### config.mk
export PLATFORM = sky130hd
export DESIGN_NAME = acr_top
export DESIGN_NICKNAME = d
export VERILOG_FILES = /design/src/verilog/acr_pkg.sv /design/src/verilog/acr_clk_div.sv /design/src/verilog/acr_result_fmt.sv /design/src/verilog/acr_top.sv
export SDC_FILE = /design/constraint.sdc
export NUM_CORES = 1
export LEC_CHECK = 0
export ABC_CLOCK_PERIOD_IN_PS = 2250
export BUFFER_PORTS_ARGS = -buffer_cell sky130_fd_sc_hd__clkbuf_2
export CAP_MARGIN = 20
export CORE_UTILIZATION = 56
export DETAILED_ROUTE_END_ITERATION = 7
export MAX_ROUTING_LAYER = met4
export PLACE_DENSITY = 0.84
export SETUP_SLACK_MARGIN = 0.2
export SLEW_MARGIN = 20
export SYNTH_ARGS = -nofsm -noshare
export SYNTH_HDL_FRONTEND = slang
export SYNTH_HIERARCHICAL = 1
export SYNTH_SLANG_ARGS = --single-unit
### constraint.sdc
create_clock -name core_clk -period 2.25 [get_ports core_clk]
set_input_delay 0.225 -clock core_clk [delete_from_list [all_inputs] [get_ports core_clk]]
set_output_delay 0.225 -clock core_clk [all_outputs]
set_load 0.1 [all_outputs]
### src/verilog/acr_pkg.sv
/*
 * Shared constants and types for the converter control registers:
 * register offsets, field positions, reset values, clock divide counts
 * and the packed control bundle sent to the analog converter core.
 * Assumes a byte-wide register port and a single 25 MHz system clock.
 */
package acr_pkg;

	// register offsets on the 8-bit register port
	localparam logic [7:0] ADDR_CHAN_GO   = 8'h14;
	localparam logic [7:0] ADDR_CLK_FMT   = 8'h15;
	localparam logic [7:0] ADDR_RESULT_HI = 8'h1E;
	localparam logic [7:0] ADDR_RESULT_LO = 8'h1F;

	// reset values
	localparam logic [7:0] RST_CHAN_GO = 8'h00;
	localparam logic [7:0] RST_CLK_FMT = 8'h00;

	// field positions, channel/go register
	localparam int CHAN_LSB = 4;
	localparam int CHAN_MSB = 7;
	localparam int GO_BIT   = 2;
	localparam int PWR_BIT  = 0;

	// field positions, clock/format/pin register
	localparam int CLK_LSB  = 6;
	localparam int CLK_MSB  = 7;
	localparam int JUST_BIT = 5;
	localparam int PCFG_LSB = 1;
	localparam int PCFG_MSB = 3;
	localparam int REF_BIT  = 0;

	// channel count and highest legal channel code
	localparam int         NUM_CHAN      = 12;
	localparam logic [3:0] CHAN_CODE_MAX = 4'hB;

	// conversion clock select codes
	localparam logic [1:0] CLK_SEL_DIV8  = 2'h0;
	localparam logic [1:0] CLK_SEL_DIV32 = 2'h1;
	localparam logic [1:0] CLK_SEL_DIV64 = 2'h2;
	localparam logic [1:0] CLK_SEL_RC    = 2'h3;

	// divide ratios, as terminal counts of a 6-bit counter
	localparam logic [5:0] DIV8_LAST  = 6'h07;
	localparam logic [5:0] DIV32_LAST = 6'h1F;
	localparam logic [5:0] DIV64_LAST = 6'h3F;

	// control bundle toward the analog core and pin multiplexer
	typedef struct packed {
		logic        power_on;
		logic        start;
		logic        clk_tick;
		logic        ref_external;
		logic [11:0] channel_onehot;
		logic [11:0] analog_pins;
	} acr_core_ctl_t;

endpackage

### src/verilog/acr_clk_div.sv
/*
 * Conversion clock enable generator: one-cycle ticks at the system clock
 * over 8, 32 or 64, or passed through from the internal RC tick.
 * Assumes rc_tick is already synchronous to core_clk.
 */
`timescale 1ns/1ps
module acr_clk_div (
	input  wire logic       core_clk,
	input  wire logic       resetn,
	input  wire logic       enable,
	input  wire logic [1:0] clk_sel,
	input  wire logic       rc_tick,
	output logic            tick_ff
);

	logic [5:0] cnt_ff;
	logic [5:0] last_cnt;
	logic       wrap;

	// terminal count per source; rc source does not use the counter
	assign last_cnt = (clk_sel == acr_pkg::CLK_SEL_DIV8)  ? acr_pkg::DIV8_LAST  :
	                  (clk_sel == acr_pkg::CLK_SEL_DIV32) ? acr_pkg::DIV32_LAST :
	                                                        acr_pkg::DIV64_LAST;
	assign wrap     = (cnt_ff >= last_cnt);

	// counter is held at zero while powered off so no stray tick leaks out
	always_ff @(posedge core_clk) begin
		if (!resetn || !enable) begin
			cnt_ff  <= 6'h00;
			tick_ff <= 1'b0;
		end else if (clk_sel == acr_pkg::CLK_SEL_RC) begin
			cnt_ff  <= 6'h00;
			tick_ff <= rc_tick;
		end else begin
			cnt_ff  <= wrap ? 6'h00 : cnt_ff + 6'h01;
			tick_ff <= wrap;
		end
	end

endmodule

### src/verilog/acr_result_fmt.sv
/*
 * Result justification: splits the 10-bit conversion result into a high
 * and a low byte, right or left justified, captured at conversion end.
 * Assumes load is a one-cycle pulse with result valid beside it.
 */
`timescale 1ns/1ps
module acr_result_fmt (
	input  wire logic       core_clk,
	input  wire logic       resetn,
	input  wire logic       load,
	input  wire logic       right_justify,
	input  wire logic [9:0] result,
	output logic      [7:0] high_ff,
	output logic      [7:0] low_ff
);

	logic [7:0] nxt_high;
	logic [7:0] nxt_low;

	// right: upper six bits of high byte zero; left: lower six of low byte zero
	assign nxt_high = right_justify ? {6'h00, result[9:8]} : result[9:2];
	assign nxt_low  = right_justify ? result[7:0] : {result[1:0], 6'h00};

	// format fixed at capture so a later format change cannot tear a result
	always_ff @(posedge core_clk) begin
		if (!resetn) begin
			high_ff <= 8'h00;
			low_ff  <= 8'h00;
		end else if (load) begin
			high_ff <= nxt_high;
			low_ff  <= nxt_low;
		end
	end

endmodule

### src/verilog/acr_top.sv
/*
 * Converter control registers: channel select, start/busy flag, power,
 * conversion clock source, result format, pin function and reference.
 * Assumes a simple register port (read data one cycle after the strobe)
 * and an analog core that pulses conv_done with conv_result beside it.
 */
// Added by the designer: the plain strobed port.
`timescale 1ns/1ps
module acr_top (
	input  wire logic                  core_clk,
	input  wire logic                  resetn,
	input  wire logic [7:0]            reg_addr,
	input  wire logic [7:0]            reg_wdata,
	input  wire logic                  reg_wr,
	input  wire logic                  reg_rd,
	output logic      [7:0]            reg_rdata,
	input  wire logic                  rc_tick,
	input  wire logic                  conv_done,
	input  wire logic [9:0]            conv_result,
	output acr_pkg::acr_core_ctl_t     core_ctl,
	output logic      [7:0]            result_high_byte,
	output logic      [7:0]            result_low_byte
);

	typedef enum logic {ACR_IDLE, ACR_BUSY} acr_state_t;

	// one-hot route for a channel code; reserved codes route nothing
	function automatic logic [11:0] chan_decode(input logic [3:0] code);
		logic [11:0] oh;
		oh = 12'h000;
		if (code <= acr_pkg::CHAN_CODE_MAX)
			oh = 12'h001 << code;
		return oh;
	endfunction

	// analog mask per pin configuration code, bit set = analog input
	function automatic logic [11:0] pin_mask(input logic [2:0] cfg);
		logic [11:0] m;
		m = 12'hFFF;
		case (cfg)
			3'h0: m = 12'hFFF;
			3'h1: m = 12'hF7F;
			3'h2: m = 12'hF3F;
			3'h3: m = 12'hF1F;
			3'h4: m = 12'hF0F;
			3'h5: m = 12'h707;
			3'h6: m = 12'h303;
			3'h7: m = 12'h000;
			default: m = 12'hFFF;
		endcase
		return m;
	endfunction

	acr_state_t  state_ff;
	acr_state_t  nxt_state;
	logic [3:0]  chan_ff;
	logic        pwr_ff;
	logic [1:0]  clksel_ff;
	logic        just_ff;
	logic [2:0]  pcfg_ff;
	logic        ref_ff;
	logic        start_ff;
	logic [11:0] chan_oh_ff;
	logic [11:0] pins_ff;
	logic [7:0]  rdata_ff;
	logic        clk_tick;
	logic [7:0]  res_hi;
	logic [7:0]  res_lo;

	// register decode
	wire         wr_chan_go = reg_wr && (reg_addr == acr_pkg::ADDR_CHAN_GO);
	wire         wr_clk_fmt = reg_wr && (reg_addr == acr_pkg::ADDR_CLK_FMT);
	wire         nxt_pwr    = wr_chan_go ? reg_wdata[acr_pkg::PWR_BIT] : pwr_ff;
	wire [3:0]   nxt_chan   = wr_chan_go ? reg_wdata[acr_pkg::CHAN_MSB:acr_pkg::CHAN_LSB]
	                                     : chan_ff;
	wire [2:0]   nxt_pcfg   = wr_clk_fmt ? reg_wdata[acr_pkg::PCFG_MSB:acr_pkg::PCFG_LSB]
	                                     : pcfg_ff;
	wire         busy       = (state_ff == ACR_BUSY);
	wire         go_flag    = busy;
	wire         start_go   = wr_chan_go && reg_wdata[acr_pkg::GO_BIT] && nxt_pwr && !busy;
	wire         done_seen  = busy && pwr_ff && conv_done;

	// read views; unimplemented bits are wired to zero
	wire [7:0]   view_chan_go = {chan_ff, 1'b0, go_flag, 1'b0, pwr_ff};
	wire [7:0]   view_clk_fmt = {clksel_ff, just_ff, 1'b0, pcfg_ff, ref_ff};
	wire [7:0]   rd_mux = (reg_addr == acr_pkg::ADDR_CHAN_GO)   ? view_chan_go :
	                      (reg_addr == acr_pkg::ADDR_CLK_FMT)   ? view_clk_fmt :
	                      (reg_addr == acr_pkg::ADDR_RESULT_HI) ? res_hi :
	                      (reg_addr == acr_pkg::ADDR_RESULT_LO) ? res_lo : 8'h00;

	// conversion sequencing; a power-off write aborts a running conversion
	always_comb begin
		nxt_state = state_ff;
		case (state_ff)
			ACR_IDLE: begin
				if (start_go)
					nxt_state = ACR_BUSY;
			end
			ACR_BUSY: begin
				if (!nxt_pwr || done_seen)
					nxt_state = ACR_IDLE;
			end
			default: nxt_state = ACR_IDLE;
		endcase
	end

	// state and start pulse
	always_ff @(posedge core_clk) begin
		if (!resetn) begin
			state_ff <= ACR_IDLE;
			start_ff <= 1'b0;
		end else begin
			state_ff <= nxt_state;
			start_ff <= start_go;
		end
	end

	// software-written fields; go bit is not stored, it mirrors the busy state
	always_ff @(posedge core_clk) begin
		if (!resetn) begin
			chan_ff   <= acr_pkg::RST_CHAN_GO[acr_pkg::CHAN_MSB:acr_pkg::CHAN_LSB];
			pwr_ff    <= acr_pkg::RST_CHAN_GO[acr_pkg::PWR_BIT];
			clksel_ff <= acr_pkg::RST_CLK_FMT[acr_pkg::CLK_MSB:acr_pkg::CLK_LSB];
			just_ff   <= acr_pkg::RST_CLK_FMT[acr_pkg::JUST_BIT];
			pcfg_ff   <= acr_pkg::RST_CLK_FMT[acr_pkg::PCFG_MSB:acr_pkg::PCFG_LSB];
			ref_ff    <= acr_pkg::RST_CLK_FMT[acr_pkg::REF_BIT];
		end else begin
			chan_ff <= nxt_chan;
			pwr_ff  <= nxt_pwr;
			if (wr_clk_fmt) begin
				clksel_ff <= reg_wdata[acr_pkg::CLK_MSB:acr_pkg::CLK_LSB];
				just_ff   <= reg_wdata[acr_pkg::JUST_BIT];
				pcfg_ff   <= nxt_pcfg;
				ref_ff    <= reg_wdata[acr_pkg::REF_BIT];
			end
		end
	end

	// decoded routing registered so core and pin outputs come from flops
	always_ff @(posedge core_clk) begin
		if (!resetn) begin
			chan_oh_ff <= 12'h001;
			pins_ff    <= 12'hFFF;
		end else begin
			chan_oh_ff <= chan_decode(nxt_chan);
			pins_ff    <= pin_mask(nxt_pcfg);
		end
	end

	// read data stands only in the cycle after the strobe
	always_ff @(posedge core_clk) begin
		if (!resetn)
			rdata_ff <= 8'h00;
		else
			rdata_ff <= reg_rd ? rd_mux : 8'h00;
	end

	// conversion clock runs only while powered, saving switching current
	acr_clk_div u_clk_div (
		.core_clk (core_clk),
		.resetn   (resetn),
		.enable   (pwr_ff),
		.clk_sel  (clksel_ff),
		.rc_tick  (rc_tick),
		.tick_ff  (clk_tick)
	);

	// result bytes captured at conversion end in the selected format
	acr_result_fmt u_result_fmt (
		.core_clk      (core_clk),
		.resetn        (resetn),
		.load          (done_seen),
		.right_justify (just_ff),
		.result        (conv_result),
		.high_ff       (res_hi),
		.low_ff        (res_lo)
	);

	// outputs toward the core, pins and software
	assign core_ctl.power_on       = pwr_ff;
	assign core_ctl.start          = start_ff;
	assign core_ctl.clk_tick       = clk_tick;
	assign core_ctl.ref_external   = ref_ff;
	assign core_ctl.channel_onehot = chan_oh_ff;
	assign core_ctl.analog_pins    = pins_ff;
	assign reg_rdata               = rdata_ff;
	assign result_high_byte        = res_hi;
	assign result_low_byte         = res_lo;

	// tick spacing helpers: cycles since the last tick, and whether the current
	// interval began with a tick under an unchanged clock select
	logic [6:0]  tick_gap_ff;
	logic        gap_ok_ff;

	// saturates so a stalled divider cannot wrap back into a legal-looking gap
	always_ff @(posedge core_clk) begin
		if (!resetn || !pwr_ff || clk_tick)
			tick_gap_ff <= 7'h00;
		else if (tick_gap_ff != 7'h7F)
			tick_gap_ff <= tick_gap_ff + 7'h01;
	end

	// a select change mid-interval can give one long gap, so it is not judged
	always_ff @(posedge core_clk) begin
		if (!resetn || !pwr_ff || wr_clk_fmt)
			gap_ok_ff <= 1'b0;
		else if (clk_tick)
			gap_ok_ff <= 1'b1;
	end
endmodule
==> flow_metrics.py, run 1 <==
metrics = {
    "run_status": {
        "status": "completed",
    },
    "worst_setup_path": {
        "crit_path_start_kind": "flop",
        "end_kind": "flop",
        "max_stage_delay_ps": 440,
        "path_class": "flop to flop",
        "cp_data_required_time_ps": 2530,
        "worstPathArrival_ps": 1870,
        "cp_max_fo": 7,
        "crit_chain": "nor2_1 -> ha_1 -> nand4_1 -> a21boi_2 -> o2111a_1",
        "critPathSlowestCell": "dfxtp_1",
    },
    "floorplanning": {
        "coreArea_sq_um": 5200,
        "die_width_um": 76.0,
        "die_y_um": 76.0,
        "start_util_pct": 59.0,
        "fp-row-count": 26,
        "ios": 84,
        "die_area_sq_um": 5780,
    },
    "clock_tree": {
        "clock_latency_ps": 340,
        "cts_sinks": 64,
        "post_cts_resized": 0,
        "tritoncts": "built",
        "post_cts_buffers": 0,
        "cts-buffers-inserted": 9,
        "cts_hold_buf": 0,
        "clkSlewWorstSetupHoldPaths_ps": 70,
        "cts_root_buf": "clkbuf_8",
        "max-clock-path-buffers": 2,
        "htree_num_levels": 3,
    },
    "route": {
        "wl_per_cell_um": 14.0,
        "drtIter0Drc": 150,
        "drc": 0,
        "antenna_left": 0,
        "num_vias": 2590,
        "wirelength_um": 6510,
        "first_pass_iters": 5,
        "via_per_inst": 5.58,
    },
    "final_layout": {
        "fin_nets": 425,
        "stdcell_count": 464,
        "drive_gt1_share_pct": 29.4,
        "final_common_cell": "clkbuf_2",
        "layout_common_cells": "clkbuf_2 (83), dfxtp_1 (64), mux2i_1 (40)",
        "final_util_pct": 69.6,
        "antenna_cells": 0,
        "syn_to_final_growth_pct": 18.1,
    },
    "sta": {
        "fmax_ghz": 0.629,
        "rsz0062_at_grt": "false",
        "finalHoldViolations": 0,
        "setup_tns_ps": 0,
        "period_share_pct": 70.7,
        "hold-worst-slack_ps": 154,
        "fin_crit_ps": 1590,
        "skew_ps": 6.71,
        "tightestPinTransition_ps": 644,
        "slew_headroom_pct": 57.0,
        "setup_violations": 0,
        "report.final.slew_viol_count": 0,
    },
    "job": {
        "drv_cap": 0,
    },
    "synth": {
        "seq_area_frac_synth_pct": 41.7,
        "ys.flop_type": "dfxtp_1",
        "syn_inst": 318,
        "synth_area_sq_um": 3070,
        "syn_avg_cell_area_sq_um": 9.65,
        "ys_async_sr_fraction_pct": 0,
        "ys_ff_latch": 64,
        "ys_types": 52,
        "synth_edf_count": 0,
        "syn_nets": 354,
        "yosys_warnings": 6,
    },
    "grt": {
        "grt_pass1_wl_um": 11100,
        "grt_max_degree": 34,
        "grt_use_total_pct": 24.5,
        "grt_remaining_overflow": 0,
        "grt_antenna_before_repair": 0,
        "grt_pass1_vias": 2380,
    },
    "placed_design": {
        "routabilityCongestion": 0.814,
        "post-place-cells": 448,
        "dpl.hpwl_um": 4720,
        "portBuffers": 83,
    },
    "power": {
        "p_int_uw": 1690,
        "p_leak_uw": 0.00161,
        "combPwrFrac_pct": 5.6,
        "cellPowerDensity_nw_per_um2": 603,
        "vdd_drop_max_v": 0.000367,
        "seqPwrFrac_pct": 51.9,
        "pwr-share-clk_pct": 42.5,
        "switching_power_uw": 494,
        "swShare_pct": 22.6,
    },
    "hold_path": {
        "hp-class": "primary input to flop",
    },
}
-- final cells by class --
cell class	instances	area, sq um
Sequential cell	64	1280
Fill cell	416	1580
Clock inverter	4	45.0
Clock buffer	12	135
Timing Repair Buffer	89	460
Multi-Input combinational cell	222	1600
Tap cell	70	87.6
Inverter	3	11.3
-- cell families after synthesis --
logic type,count (synthesis),share of synthesized area [%]
AO/OA/AOI/OAI,46,11.0
XOR/XNOR,3,0.856
multiplexers,43,14.4
flip-flops,64,41.7
adder cells (fa/ha/maj),4,1.63
buffers and inverters,32,6.20
AND/OR/NAND/NOR,126,24.1
-- flip-flops by register name, indices dropped and copies added, names as in the netlist --
signal                count
chan_oh_ff               12
reg_rdata                 8
u_result_fmt/high_ff      8
u_result_fmt/low_ff       8
pins_ff                   7
u_clk_div/cnt_ff          6
chan_ff                   4
pcfg_ff                   3
clksel_ff                 2
busy                      1
just_ff                   1
pwr_ff                    1
ref_ff                    1
start_ff                  1
u_clk_div/tick_ff         1
-- metrics by stage --
| stage | setup slack [ps] | cell area (sq um) | power [uW] |
|---|---|---|---|
| finish | 659 | 3620 | 2180 |
| global route | 530 | 3620 | 2260 |
| CTS | 674 | 3620 | 2190 |
| detailed placement | 662 | 3440 | 1280 |
| global placement | 714 | 3440 | 1280 |
| floorplan | 633 | 3070 | 1230 |
-- routing by layer --
metal,part of all wire (%),GRT usage (%),up-vias,wire (um)
met3,4.9,3.83,15,322
met2,46,37.9,91,2970
met5,0,-,-,0
met4,2.0,10.4,0,128
li1,-,-,1275,-
met1,47,32.1,1209,3080
-- final timing paths --
check                                              from                      end  slack [ps]  cells after the start
worst max-delay path                       clksel_ff[1]        u_clk_div/tick_ff         660                      5
worst min-delay path                     conv_result[4]   u_result_fmt/low_ff[4]         150                      3
worst min register to register  u_result_fmt/high_ff[3]  u_result_fmt/high_ff[3]         480                      2
worst max register to register             clksel_ff[1]        u_clk_div/tick_ff         660                      5
-- worst max-delay path: cells and delay by family (launching register included) --
| family | cells | cell delay, ps |
|---|---|---|
| AND/OR/NAND/NOR | 2 | 220 |
| flip-flops | 1 | 440 |
| AO/OA/AOI/OAI | 2 | 580 |
| adder cells (fa/ha/maj) | 1 | 300 |
-- synth_stat cells, types with 2 or more instances --
cell type | n | area [sq um]
dfxtp_1 | 64 | 1280
mux2i_1 | 40 | 400
nand2_1 | 33 | 124
nor2_1 | 15 | 56.3
nand2b_1 | 13 | 81.3
nand3_1 | 13 | 65.1
a21boi_1 | 12 | 90.1
buf_4 | 12 | 90.1
nand3b_1 | 9 | 67.6
a21oi_1 | 8 | 40.0
buf_2 | 8 | 40.0
clkbuf_1 | 7 | 26.3
nor3_1 | 7 | 35.0
nand4_1 | 6 | 37.5
o21ai_0 | 5 | 25.0
and3_1 | 4 | 25.0
ha_1 | 4 | 50.1
nor2b_1 | 4 | 25.0
o22a_1 | 4 | 35.0
a2bb2oi_1 | 3 | 26.3
and3b_1 | 3 | 26.3
inv_1 | 3 | 11.3
or4_1 | 3 | 22.5
a21o_1 | 2 | 15.0
a31oi_1 | 2 | 12.5
a41oi_1 | 2 | 17.5
buf_6 | 2 | 22.5
mux2_4 | 2 | 30.0
nand3_4 | 2 | 35.0
nor4bb_1 | 2 | 20.0
or3_1 | 2 | 12.5
xor2_1 | 2 | 17.5
-- power by group through the flow --
stage	sequential (uW)	combinational [uW]	clock, uW
after detailed placement	1160	121	0
after global placement	1160	119	0
after global routing	1130	134	989
after floorplan	1160	66.4	0
final	1130	123	928
after CTS	1130	122	938
No activity file was read; power rests on OpenSTA's default activity.
==> run 2, diff against run 1 <==
--- a/config.mk
+++ b/config.mk
@@ -5,13 +5,13 @@
 export SDC_FILE = /design/constraint.sdc
 export NUM_CORES = 1
 export LEC_CHECK = 0
-export ABC_CLOCK_PERIOD_IN_PS = 2250
+export ABC_CLOCK_PERIOD_IN_PS = 1500
 export BUFFER_PORTS_ARGS = -buffer_cell sky130_fd_sc_hd__clkbuf_2
 export CAP_MARGIN = 20
-export CORE_UTILIZATION = 56
+export CORE_UTILIZATION = 52
 export DETAILED_ROUTE_END_ITERATION = 7
 export MAX_ROUTING_LAYER = met4
-export PLACE_DENSITY = 0.84
+export PLACE_DENSITY = 0.78
 export SETUP_SLACK_MARGIN = 0.2
 export SLEW_MARGIN = 20
 export SYNTH_ARGS = -nofsm -noshare
==> constraint.sdc (replaced) <==
create_clock -name core_clk -period 1.5 [get_ports core_clk]
set_input_delay 0.15 -clock core_clk [delete_from_list [all_inputs] [get_ports core_clk]]
set_output_delay 0.15 -clock core_clk [all_outputs]
set_load 0.1 [all_outputs]
==> flow_metrics.py, run 2 (synthesis gave the netlist of run 1 again) <==
metrics = {
    "hold_path": {
        "hp-class": "primary input to flop",
    },
    "route": {
        "first_pass_iters": 4,
        "wirelength_um": 7220,
        "num_vias": 2662,
        "via_per_inst": 5.51,
        "drc": 0,
        "wl_per_cell_um": 14.9,
        "antenna_left": 0,
        "drtIter0Drc": 191,
    },
    "worst_setup_path": {
        "max_stage_delay_ps": 370,
        "path_class": "flop to flop",
        "cp_data_required_time_ps": 1720,
        "worstPathArrival_ps": 1570,
        "critPathSlowestCell": "dfxtp_4",
        "crit_chain": "nor2_4 -> ha_4 -> nand4_1 -> a21boi_4 -> buf_6 -> a211oi_2",
        "end_kind": "flop",
        "crit_path_start_kind": "flop",
        "cp_max_fo": 4,
    },
    "run_status": {
        "status": "completed",
    },
    "clock_tree": {
        "cts_hold_buf": 0,
        "htree_num_levels": 3,
        "cts_sinks": 64,
        "tritoncts": "built",
        "cts_root_buf": "clkbuf_8",
        "max-clock-path-buffers": 2,
        "clock_latency_ps": 340,
        "cts-buffers-inserted": 9,
        "clkSlewWorstSetupHoldPaths_ps": 70,
    },
    "power": {
        "combPwrFrac_pct": 6.1,
        "pwr-share-clk_pct": 41.4,
        "p_leak_uw": 0.00174,
        "swShare_pct": 23.5,
        "cellPowerDensity_nw_per_um2": 827,
        "seqPwrFrac_pct": 52.5,
        "switching_power_uw": 758,
        "p_int_uw": 2470,
        "vdd_drop_max_v": 0.000673,
    },
    "placed_design": {
        "routabilityCongestion": 0.806,
        "dpl.hpwl_um": 5060,
        "portBuffers": 83,
        "placed_area_sq_um": 3580,
    },
    "sta": {
        "rsz0062_at_grt": "true",
        "setup_tns_ps": 0,
        "finalHoldViolations": 0,
        "tightestPinTransition_ps": 552,
        "slew_headroom_pct": 63.3,
        "skew_ps": 5.32,
        "fin_crit_ps": 1350,
        "hold-worst-slack_ps": 61.7,
        "setup_violations": 0,
        "period_share_pct": 90.2,
        "report.final.slew_viol_count": 0,
        "fmax_ghz": 0.739,
    },
    "final_layout": {
        "layout_common_cells": "clkbuf_2 (60), mux2i_1 (40), dfxtp_1 (39)",
        "drive_gt1_share_pct": 41.4,
        "final_util_pct": 69.7,
        "regMostFlops": "chan_oh_ff",
        "fill_cells": 467,
        "syn_to_final_growth_pct": 27.3,
        "final_area_sq_um": 3910,
        "fin_nets": 442,
        "antenna_cells": 0,
        "largest_reg_flops": 12,
        "final_common_cell": "clkbuf_2",
    },
    "floorplanning": {
        "die_area_sq_um": 6210,
        "ios": 84,
        "fp-row-count": 27,
        "start_util_pct": 54.7,
        "die_y_um": 78.8,
        "die_width_um": 78.8,
        "coreArea_sq_um": 5610,
    },
    "grt": {
        "grt_max_degree": 33,
        "grt_remaining_overflow": 0,
        "grt_antenna_before_repair": 0,
        "grt_pass1_wl_um": 11800,
        "grt_pass1_vias": 2471,
        "grt_use_total_pct": 25.4,
    },
    "job": {
        "drv_cap": 0,
    },
}
==> run 2: changes by cell type in the layout (fill, tap and decap cells not counted), sizes merged <==
| cell | change |
|---|---|
| buf | +36 |
| bufinv | -1 |
| clkbuf | -18 |
==> run 2: final cells by class <==
cell class,instances,area [sq um],share of cell area (%)
Clock inverter,3,15.0,0.384
Timing Repair Buffer,106,616,15.8
Tap cell,72,90.1,2.31
Sequential cell,64,1320,33.8
Inverter,3,11.3,0.288
Multi-Input combinational cell,222,1690,43.4
Clock buffer,13,160,4.10
==> run 2: power by group through the flow <==
stage	logic, uW	registers (uW)	clock network [uW]
after CTS	194	1700	1340
after detailed placement	193	1740	0
final	197	1690	1340
after global placement	192	1740	0
after floorplan	99.7	1740	0
after global routing	214	1690	1430
==> run 2: layer usage <==
| metal | track usage [%] | up-vias | wire, um |
|---|---|---|---|
| li1 | - | 1317 | - |
| met1 | 31.2 | 1265 | 3240 |
| met2 | 39.9 | 70 | 3550 |
| met3 | 5.17 | 10 | 336 |
| met4 | 12.5 | 0 | 97 |
| met5 | - | - | 0 |
==> run 2: stage by stage <==
step | setup WS (ps) | cells | power, uW
global placement | 135 | 460 | 1930
finish | 148 | 483 | 3230
CTS | 174 | 480 | 3230
detailed placement | 55.8 | 460 | 1930
global route | 92.6 | 483 | 3340
floorplan | 208 | 318 | 1840
==> run 2: what timing repair did <==
| item | 4_1_cts | 5_1_grt |
|---|---|---|
| resized for setup | 19 | 24 |
| endpoints found under the setup margin | 15 | 42 |
| pin swaps | 11 | 3 |
| setup buffers | 4 | 3 |
==> run 2: worst max-delay path, delay by kind of cell, from the launching register on <==
kind	cells	cell delay, ps
fa+ha+maj	1	280
simple gates	2	190
compound gates	2	240
flops	1	370
buf+inv	1	140
==> run 2: final timing paths <==
| path | from | endpoint | slack (ps) | cells after the start |
|---|---|---|---|---|
| hold reg to reg | u_result_fmt/high_ff[6] | u_result_fmt/high_ff[6] | 470 | 2 |
| setup reg to reg | clksel_ff[1] | u_clk_div/cnt_ff[5] | 150 | 6 |
| setup / recovery | clksel_ff[1] | u_clk_div/cnt_ff[5] | 150 | 6 |
| hold / removal | conv_result[8] | u_result_fmt/high_ff[6] | 60 | 3 |
